**src/serial_port_pkg.sv**
```systemverilog
// constants, field layouts and register map of the serial programming and tx bit port
// assumes a single 100 MHz clock and an APB master with 32-bit data
package serial_port_pkg;

  localparam int WORD_W    = 32;
  localparam int CTRL_W    = 2;
  localparam int NUM_LATCH = 4;

  // which latch holds which field
  localparam logic [1:0] LATCH_REF = 2'h0;
  localparam logic [1:0] LATCH_MOD = 2'h3;

  // reference latch fields
  localparam int CLKDIV_LSB   = 2;
  localparam int CLKDIV_W     = 8;
  localparam int XTAL_DIS_BIT = 10;

  // modulation latch fields
  localparam int MODE_LSB   = 2;
  localparam int RATE_LSB   = 4;
  localparam int RATE_W     = 16;
  localparam int MUXSEL_LSB = 20;

  typedef enum logic [1:0] {
    MOD_FSK  = 2'b00,
    MOD_GFSK = 2'b01,
    MOD_OOK  = 2'b10,
    MOD_GOOK = 2'b11
  } mod_mode_t;

  typedef enum logic [1:0] {
    MUX_LOCK    = 2'b00,
    MUX_BATTERY = 2'b01,
    MUX_REG_RDY = 2'b10,
    MUX_LOW     = 2'b11
  } mux_sel_t;

  // apb byte offsets
  localparam logic [7:0] OFS_LATCH0 = 8'h00;
  localparam logic [7:0] OFS_STATUS = 8'h10;
  localparam logic [7:0] OFS_MASK   = 8'h14;
  localparam logic [7:0] OFS_CTRL   = 8'h18;
  localparam logic [7:0] OFS_SHIFT  = 8'h1C;

  // event bits of status and mask
  localparam int EV_LOADED = 0;
  localparam int EV_TXBIT  = 1;
  localparam int EV_UNLOCK = 2;
  localparam int EV_W      = 3;

  localparam int CTRL_TX_BIT_CLOCK_EN = 0;
  localparam int CTRL_W_BITS   = 1;

  localparam logic [CTRL_W_BITS-1:0] CTRL_RST   = 1'h1;
  localparam logic [EV_W-1:0]        MASK_RST   = 3'h0;
  localparam logic [WORD_W-1:0]      LATCH_RST  = 32'h0000_0000;

endpackage : serial_port_pkg

```
**src/half_period_divider.sv**
```systemverilog
// toggling divider giving a 50:50 clock and a pulse on each rising edge
// assumes the half period is held steady while run_i is high
`timescale 1ns/100ps
`default_nettype none
module half_period_divider #(
  parameter int W = 16
) (
  input  wire logic         clock_i,
  input  wire logic         sys_rst_i,
  input  wire logic         run_i,
  input  wire logic [W-1:0] half_i,
  output var  logic         clk_o,
  output var  logic         rise_o
);

  logic [W-1:0] count_q;
  logic         active;
  logic         wrap;

  // a zero half period means the clock is stopped
  assign active = run_i && (half_i != '0);
  assign wrap   = (count_q == half_i - W'(1));

  always_ff @(posedge clock_i) begin
    if (sys_rst_i || !active) begin
      count_q <= '0;
      clk_o   <= 1'b0;
      rise_o  <= 1'b0;
    end else begin
      count_q <= wrap ? '0 : count_q + W'(1);
      clk_o   <= wrap ? !clk_o : clk_o;
      rise_o  <= wrap && !clk_o;
    end
  end

endmodule : half_period_divider
`default_nettype wire

```
**src/serial_program_port.sv**
```systemverilog
// host-facing digital logic of the transmitter: serial programming, latches,
// tx bit clock, status mux, divided reference clock and an apb view of the latches, shift word, events, mask and ctrl
// assumes every pin input is synchronous to clock_i; clock_i stands in for the reference
`timescale 1ns/100ps
`default_nettype none
module serial_program_port (
  input  wire logic        clock_i,
  input  wire logic        sys_rst_i,
  // 3-wire programming port
  input  wire logic        serial_clock_i,
  input  wire logic        serial_data_i,
  input  wire logic        load_strobe_i,
  input  wire logic        chip_power_enable_i,
  // transmit data
  input  wire logic        tx_bit_input_i,
  output var  logic        tx_bit_clock_o,
  output var  logic        tx_bit_o,
  output var  logic        tx_bit_valid_o,
  // analog indications
  input  wire logic        pll_lock_i,
  input  wire logic        battery_ok_i,
  input  wire logic        regulator_ready_i,
  output var  logic        muxed_status_out_o,
  output var  logic        divided_ref_clock_out_o,
  output var  logic        xtal_osc_enable_o,
  // apb slave
  input  wire logic        psel_i,
  input  wire logic        penable_i,
  input  wire logic        pwrite_i,
  input  wire logic [7:0]  paddr_i,
  input  wire logic [31:0] pwdata_i,
  output var  logic [31:0] prdata_o,
  output var  logic        pready_o,
  output var  logic        pslverr_o,
  output var  logic        irq_o
);

  localparam int W = serial_port_pkg::WORD_W;
  localparam int N = serial_port_pkg::NUM_LATCH;
  localparam int E = serial_port_pkg::EV_W;

  logic [W-1:0] shift_word;
  logic [W-1:0] latch_q [N];
  logic         load_prev_q;
  logic         load_rise;
  logic         powered;
  logic [1:0]   dest;

  logic [W-1:0]  ref_latch;
  logic [W-1:0]  mod_latch;
  logic          xtal_disable;
  logic [serial_port_pkg::CLKDIV_W-1:0] clkdiv_half;
  logic [serial_port_pkg::RATE_W-1:0]   rate_half;
  serial_port_pkg::mod_mode_t           mode;
  serial_port_pkg::mux_sel_t            mux_sel;
  logic          gaussian;
  logic          tx_bit_clock_run;
  logic          tx_bit_clock;
  logic          tx_bit_clock_rise;
  logic          refclk;
  logic          mux_value;

  logic [serial_port_pkg::CTRL_W_BITS-1:0] ctrl_q;
  logic [E-1:0]  status_q;
  logic [E-1:0]  mask_q;
  logic [E-1:0]  events;
  logic [E-1:0]  w1c;
  logic          lock_prev_q;

  logic          access;
  logic          setup_rd;
  logic          commit_wr;
  logic          hit_latch;
  logic          hit_status;
  logic          hit_mask;
  logic          hit_ctrl;
  logic          hit_shift;
  logic          mapped;
  logic [31:0]   rd_value;

  // programming path
  assign powered   = chip_power_enable_i;
  assign load_rise = load_strobe_i && !load_prev_q;
  assign dest      = shift_word[serial_port_pkg::CTRL_W-1:0];

  serial_word_shifter u_shifter (
    .clock_i        (clock_i),
    .sys_rst_i      (sys_rst_i),
    .clear_i        (!powered),
    .serial_clock_i (serial_clock_i),
    .serial_data_i  (serial_data_i),
    .word_o         (shift_word)
  );

  always_ff @(posedge clock_i) begin
    if (sys_rst_i) begin
      load_prev_q <= 1'b0;
    end else begin
      load_prev_q <= load_strobe_i;
    end
  end

  genvar gi;
  generate
    for (gi = 0; gi < N; gi++) begin : g_latch
      always_ff @(posedge clock_i) begin
        if (sys_rst_i || !powered) begin
          latch_q[gi] <= serial_port_pkg::LATCH_RST;
        end else if (load_rise && dest == 2'(gi)) begin
          latch_q[gi] <= shift_word;
        end
      end
    end
  endgenerate

  // field decode
  assign ref_latch    = latch_q[serial_port_pkg::LATCH_REF];
  assign mod_latch    = latch_q[serial_port_pkg::LATCH_MOD];
  assign xtal_disable = ref_latch[serial_port_pkg::XTAL_DIS_BIT];
  assign clkdiv_half  = ref_latch[serial_port_pkg::CLKDIV_LSB +: serial_port_pkg::CLKDIV_W];
  assign rate_half    = mod_latch[serial_port_pkg::RATE_LSB +: serial_port_pkg::RATE_W];
  assign mode         = serial_port_pkg::mod_mode_t'(mod_latch[serial_port_pkg::MODE_LSB +: 2]);
  assign mux_sel      = serial_port_pkg::mux_sel_t'(mod_latch[serial_port_pkg::MUXSEL_LSB +: 2]);

  assign gaussian  = (mode == serial_port_pkg::MOD_GFSK) || (mode == serial_port_pkg::MOD_GOOK);
  // software may hold the bit clock off even in a Gaussian mode
  assign tx_bit_clock_run = powered && gaussian && ctrl_q[serial_port_pkg::CTRL_TX_BIT_CLOCK_EN];

  // one bit clock period is two half periods of rate_half cycles each
  half_period_divider #(
    .W (serial_port_pkg::RATE_W)
  ) u_tx_bit_clock (
    .clock_i   (clock_i),
    .sys_rst_i (sys_rst_i),
    .run_i     (tx_bit_clock_run),
    .half_i    (rate_half),
    .clk_o     (tx_bit_clock),
    .rise_o    (tx_bit_clock_rise)
  );

  // ref clock only runs while the oscillator does
  half_period_divider #(
    .W (serial_port_pkg::CLKDIV_W)
  ) u_refclk (
    .clock_i   (clock_i),
    .sys_rst_i (sys_rst_i),
    .run_i     (xtal_osc_enable_o),
    .half_i    (clkdiv_half),
    .clk_o     (refclk),
    .rise_o    ()
  );

  always_comb begin
    case (mux_sel)
      serial_port_pkg::MUX_LOCK:    mux_value = pll_lock_i;
      serial_port_pkg::MUX_BATTERY: mux_value = battery_ok_i;
      serial_port_pkg::MUX_REG_RDY: mux_value = regulator_ready_i;
      default:                      mux_value = 1'b0;
    endcase
  end

  // pin outputs; the bit is taken on the edge at which the clock output rises,
  // mid-way through the period in which the host holds it
  always_ff @(posedge clock_i) begin
    if (sys_rst_i) begin
      tx_bit_clock_o          <= 1'b0;
      tx_bit_o                <= 1'b0;
      tx_bit_valid_o          <= 1'b0;
      muxed_status_out_o      <= 1'b0;
      divided_ref_clock_out_o <= 1'b0;
      xtal_osc_enable_o       <= 1'b0;
    end else begin
      tx_bit_clock_o          <= tx_bit_clock;
      tx_bit_valid_o          <= tx_bit_clock_rise;
      if (tx_bit_clock_rise) begin
        tx_bit_o <= tx_bit_input_i;
      end
      muxed_status_out_o      <= powered && mux_value;
      divided_ref_clock_out_o <= refclk;
      // external reference case relies on the host setting the disable bit
      xtal_osc_enable_o       <= powered && !xtal_disable;
    end
  end

  // events and interrupt
  assign events[serial_port_pkg::EV_LOADED] = load_rise && powered;
  assign events[serial_port_pkg::EV_TXBIT]  = tx_bit_clock_rise;
  assign events[serial_port_pkg::EV_UNLOCK] = lock_prev_q && !pll_lock_i;
  assign w1c = (commit_wr && hit_status) ? pwdata_i[E-1:0] : '0;

  always_ff @(posedge clock_i) begin
    if (sys_rst_i) begin
      status_q    <= '0;
      lock_prev_q <= 1'b0;
      irq_o       <= 1'b0;
    end else begin
      // a new event beats a simultaneous clear
      status_q    <= (status_q & ~w1c) | events;
      lock_prev_q <= pll_lock_i;
      irq_o       <= |(status_q & mask_q);
    end
  end

  // apb slave: one wait state, write commits on the pready edge
  assign access     = psel_i && penable_i;
  assign setup_rd   = access && !pready_o;
  assign commit_wr  = access && pready_o && pwrite_i;
  assign hit_latch  = paddr_i < serial_port_pkg::OFS_STATUS && paddr_i[1:0] == 2'b00;
  assign hit_status = paddr_i == serial_port_pkg::OFS_STATUS;
  assign hit_mask   = paddr_i == serial_port_pkg::OFS_MASK;
  assign hit_ctrl   = paddr_i == serial_port_pkg::OFS_CTRL;
  assign hit_shift  = paddr_i == serial_port_pkg::OFS_SHIFT;
  assign mapped     = hit_latch || hit_status || hit_mask || hit_ctrl || hit_shift;

  always_comb begin
    rd_value = 32'h0000_0000;
    if (hit_latch) begin
      rd_value = latch_q[paddr_i[3:2]];
    end else if (hit_status) begin
      rd_value[E-1:0] = status_q;
    end else if (hit_mask) begin
      rd_value[E-1:0] = mask_q;
    end else if (hit_ctrl) begin
      rd_value[serial_port_pkg::CTRL_W_BITS-1:0] = ctrl_q;
    end else if (hit_shift) begin
      rd_value = shift_word;
    end
  end

  always_ff @(posedge clock_i) begin
    if (sys_rst_i) begin
      pready_o  <= 1'b0;
      pslverr_o <= 1'b0;
      prdata_o  <= 32'h0000_0000;
      mask_q    <= serial_port_pkg::MASK_RST;
      ctrl_q    <= serial_port_pkg::CTRL_RST;
    end else begin
      pready_o  <= setup_rd;
      pslverr_o <= setup_rd && !mapped;
      if (setup_rd && !pwrite_i) begin
        prdata_o <= mapped ? rd_value : 32'h0000_0000;
      end
      if (commit_wr && hit_mask) begin
        mask_q <= pwdata_i[E-1:0];
      end
      if (commit_wr && hit_ctrl) begin
        ctrl_q <= pwdata_i[serial_port_pkg::CTRL_W_BITS-1:0];
      end
    end
  end

endmodule : serial_program_port
`default_nettype wire

```
**src/serial_word_shifter.sv**
```systemverilog
// 32-bit shift register fed by the 3-wire serial port
// assumes serial clock and data already synchronous to clock_i
`timescale 1ns/100ps
`default_nettype none
module serial_word_shifter (
  input  wire logic                               clock_i,
  input  wire logic                               sys_rst_i,
  input  wire logic                               clear_i,
  input  wire logic                               serial_clock_i,
  input  wire logic                               serial_data_i,
  output var  logic [serial_port_pkg::WORD_W-1:0] word_o
);

  logic sclk_prev_q;
  logic sclk_rise;

  assign sclk_rise = serial_clock_i && !sclk_prev_q;

  always_ff @(posedge clock_i) begin
    if (sys_rst_i || clear_i) begin
      sclk_prev_q <= 1'b0;
      word_o      <= '0;
    end else begin
      sclk_prev_q <= serial_clock_i;
      if (sclk_rise) begin
        word_o <= {word_o[serial_port_pkg::WORD_W-2:0], serial_data_i};
      end
    end
  end

endmodule : serial_word_shifter
`default_nettype wire

```
**config.mk**
```make
export PLATFORM = sky130hd
export DESIGN_NAME = serial_program_port
export DESIGN_NICKNAME = d
export VERILOG_FILES = /design/src/serial_port_pkg.sv /design/src/half_period_divider.sv /design/src/serial_program_port.sv /design/src/serial_word_shifter.sv
export SDC_FILE = /design/constraint.sdc
export NUM_CORES = 1
export LEC_CHECK = 0
export BUFFER_PORTS_ARGS = -buffer_cell sky130_fd_sc_hd__clkbuf_2
export CORE_MARGIN = 2
export CORE_UTILIZATION = 24
export CTS_BUF_LIST = sky130_fd_sc_hd__clkbuf_8
export CTS_CLUSTER_DIAMETER = 100
export DETAILED_ROUTE_END_ITERATION = 6
export GPL_TIMING_DRIVEN = 1
export PLACE_DENSITY = 0.44
export SLEW_MARGIN = 25
export SYNTH_ARGS = -nofsm -noshare
export SYNTH_HDL_FRONTEND = slang
export SYNTH_SLANG_ARGS = --single-unit
```
**constraint.sdc**
```tcl
create_clock -name clock_i -period 4.1 [get_ports clock_i]
set_input_delay 0.205 -clock clock_i [delete_from_list [all_inputs] [get_ports clock_i]]
set_output_delay 0.205 -clock clock_i [all_outputs]
set_load 0.05 [all_outputs]
```
==> results.py <==
metrics = {
    "critical_path": {
        "crit_type": "flop to flop",
        "worstReg2RegStart": "latch_q[3][4]",
        "crit_path_end_kind": "flop",
        "required_ns": 4.52,
        "arrival_ns": 3.79,
        "worstSetupStartpoint": "latch_q[3][4]",
        "start_kind": "flop",
        "crit_path_max_fanout": 16,
    },
    "grt": {
        "grt_pass1_vias": 7773,
        "grt_overflow": 0,
        "use_met3": 0.0250,
        "use_met2": 0.225,
        "grt_pass1_wl_um": 47900,
        "top_usage_layer": "met2",
        "grtUsageTotal": 0.135,
        "grt_util_met1": 0.178,
        "antenna_found_initial": 0,
        "grt_max_degree": 50,
    },
    "yosys": {
        "synth_flop_cell": "edfxtp_1",
        "syn_area_um2": 10800,
        "ys_seq_area_frac": 0.560,
        "ys_ff_latch": 238,
        "syn_area_per_cell_um2": 11.3,
        "synth_edf_count": 128,
        "yosys_warnings": 0,
        "netlist_instances": 954,
        "post_synth_num_cell_types": 64,
        "async_flop_share": 0,
    },
    "clock_network": {
        "cts_root_buf": "clkbuf_8",
        "htreeDepth": 2,
        "insertion_delay_ns": 0.59,
        "cts_setup_buffers": 0,
        "clock_sinks": 238,
        "cts_inserted_buffers": 45,
        "clk_pin_slew_worst_paths_ns": 0.06,
        "tritoncts": "built",
        "clk_path_buf_depth": 3,
        "post_cts_resized": 0,
    },
    "power_and_ir_drop": {
        "ir_worst_vdd_uv": 195,
        "powerDensity_nw_per_um2": 398,
        "power_w": 0.00511,
        "cellLeakagePower_nw": 4.67,
    },
    "finish": {
        "regArea_um2": 6050,
        "syn_to_final_growth_pct": 19.1,
        "drive_above_1_share": 0.194,
        "final_common_cell": "edfxtp_1",
        "final_nets": 1097,
        "utilization": 0.290,
        "nFillCells": 4670,
        "mostFrequentLayoutCells": "128 x edfxtp_1, 123 x and2_1, 110 x dfxtp_1",
        "num_antenna_cells": 0,
        "multi_input_area_um2": 4540,
    },
    "timing": {
        "slew_violations": 0,
        "rsz0062_at_grt": "no",
        "period_needed_ns": 3.37,
        "finalSetupViolCount": 0,
        "tns_ns": 0,
        "max_freq_ghz": 0.297,
        "fin_worst_skew_ns": 0.0250,
        "fin_crit_sh": 0.822,
        "hold_viol": 0,
        "max_slew.worst_pin.slew_ns": 1.04,
        "maxSlewHeadroom": 0.300,
    },
    "worst_hold_path": {
        "hold_class": "input port to flop",
        "min_from": "chip_power_enable_i",
    },
    "detailed_routing": {
        "drc": 0,
        "vias": 7507,
        "dr.pass1.iters": 4,
        "drtAntennaViolNets": 0,
        "wl_per_cell_um": 18.9,
        "drt_iter0_markers": 372,
        "wl_um": 31500,
        "viasPerCell": 4.50,
    },
    "floorplanning": {
        "die_x_um": 216,
        "core_um2": 44300,
        "die_area_um2": 46700,
        "die_h_um": 216,
        "rows": 77,
        "initial_core_util": 0.244,
        "pin_count": 94,
    },
    "flow_run": {
        "timing.max_cap.violations": 0,
    },
    "place": {
        "portBuffers": 64,
        "hpwl_um": 19500,
        "gp_congestion": 0.749,
    },
    "status": {
        "run_status": "finished, final reports clean",
    },
}
-- where the power goes --
group | switching (W) | internal [W]
sequential | 0.0000357 | 0.00257
combinational | 0.000191 | 0.000119
clock | 0.00107 | 0.00113
-- per-layer routing --
layer / vias to the layer above / wire, um
li1: 3593 / -
met1: 3714 / 14600
met2: 145 / 14900
met3: 55 / 1380
met4: 0 / 623
met5: - / 0
-- what timing repair did --
action | in CTS | in global routing
hold endpoints to repair | 15 | 0
endpoints found under the setup margin | 0 | 0
hold buffers | 12 | 0
-- final timing paths --
check             cells past startpoint                         to  slack, ns
setup / recovery                      8  u_tx_bit_clock.count_q[1]       0.73
hold / removal                        3      u_shifter.sclk_prev_q       0.04
setup reg to reg                      8  u_tx_bit_clock.count_q[1]       0.73
hold reg to reg                       1                   pready_o       0.48
-- flip-flops by register name (all words and copies together) (netlist names), 3 cells and up --
name and flops:
latch_q 128, mask_q 3, prdata_o 32, status_q 3, u_refclk.count_q 8, u_shifter.word_o 32, u_tx_bit_clock.count_q 16
-- cells by family (layout without fill, tap and decap cells) --
kind of cell | count (synthesis) | count (layout) | share of synthesized area
simple gates | 386 | 386 | 0.194
other cells | 1 | 4 | 0.000347
xor+xnor | 51 | 51 | 0.0421
flops | 238 | 238 | 0.560
mux | 44 | 44 | 0.0796
compound gates | 156 | 156 | 0.0910
buf+inv | 74 | 194 | 0.0278
fa+ha+maj | 4 | 4 | 0.00464
-- Yosys cell counts, types with 2 or more instances --
cell type	number	area (um2)
edfxtp_1	128	3840
and2_1	123	769
dfxtp_1	110	2200
nand2_1	79	297
nor2_1	72	270
a21oi_1	65	325
clkbuf_1	57	214
o21ai_0	37	185
mux4_2	32	721
a2bb2oi_1	30	263
xnor2_1	26	228
xor2_1	24	210
nor3_1	16	80.1
nand3_1	13	65.1
inv_1	11	41.3
nand2b_1	11	68.8
nand4_1	11	68.8
mux2i_1	9	90.1
nor3_2	9	90.1
nor2b_1	8	50.1
and3_1	6	37.5
a22oi_1	5	37.5
and4_1	4	35.0
ha_1	4	50.1
nand3b_1	4	30.0
nor3b_1	4	30.0
nor4_1	4	25.0
o2111ai_1	4	35.0
or3_1	4	25.0
buf_1	3	11.3
nand4b_1	3	26.3
a211oi_1	2	15.0
a311oi_1	2	17.5
mux2_2	2	22.5
or2_2	2	12.5
or4_1	2	15.0
-- worst max-delay path, cell delays in order, from the launching register on --
cell and delay, ns:
edfxtp_1 0.51, inv_1 0.10, ha_1 0.30, nor4b_1 0.87, nand4_1 0.21, xnor2_1 0.19
a21oi_1 0.16, and4_1 0.73, nor3b_1 0.12
-- layout make-up --
class | instances | share of cell area
inverters | 11 | 0.00321
multi-input cells | 645 | 0.353
flip-flops and latches | 238 | 0.470
repair buffers | 99 | 0.0496
well taps | 592 | 0.0576
clock buffers | 50 | 0.0535
clock inverters | 34 | 0.0124
-- through the flow --
| stage | cells | worst slack [ns] | hold slack, ns | area, um2 |
|---|---|---|---|---|
| after floorplan | 957 | 0.747 | 0.289 | 10800 |
| after global placement | 1573 | 0.833 | 0.440 | 11900 |
| after detailed placement | 1573 | 0.777 | 0.447 | 11900 |
| after CTS | 1669 | 0.753 | 0.00739 | 12900 |
| after global routing | 1669 | 0.491 | 0.0572 | 12900 |
| final | 1669 | 0.728 | 0.0447 | 12900 |
No activity file was read; power rests on OpenSTA's default activity.
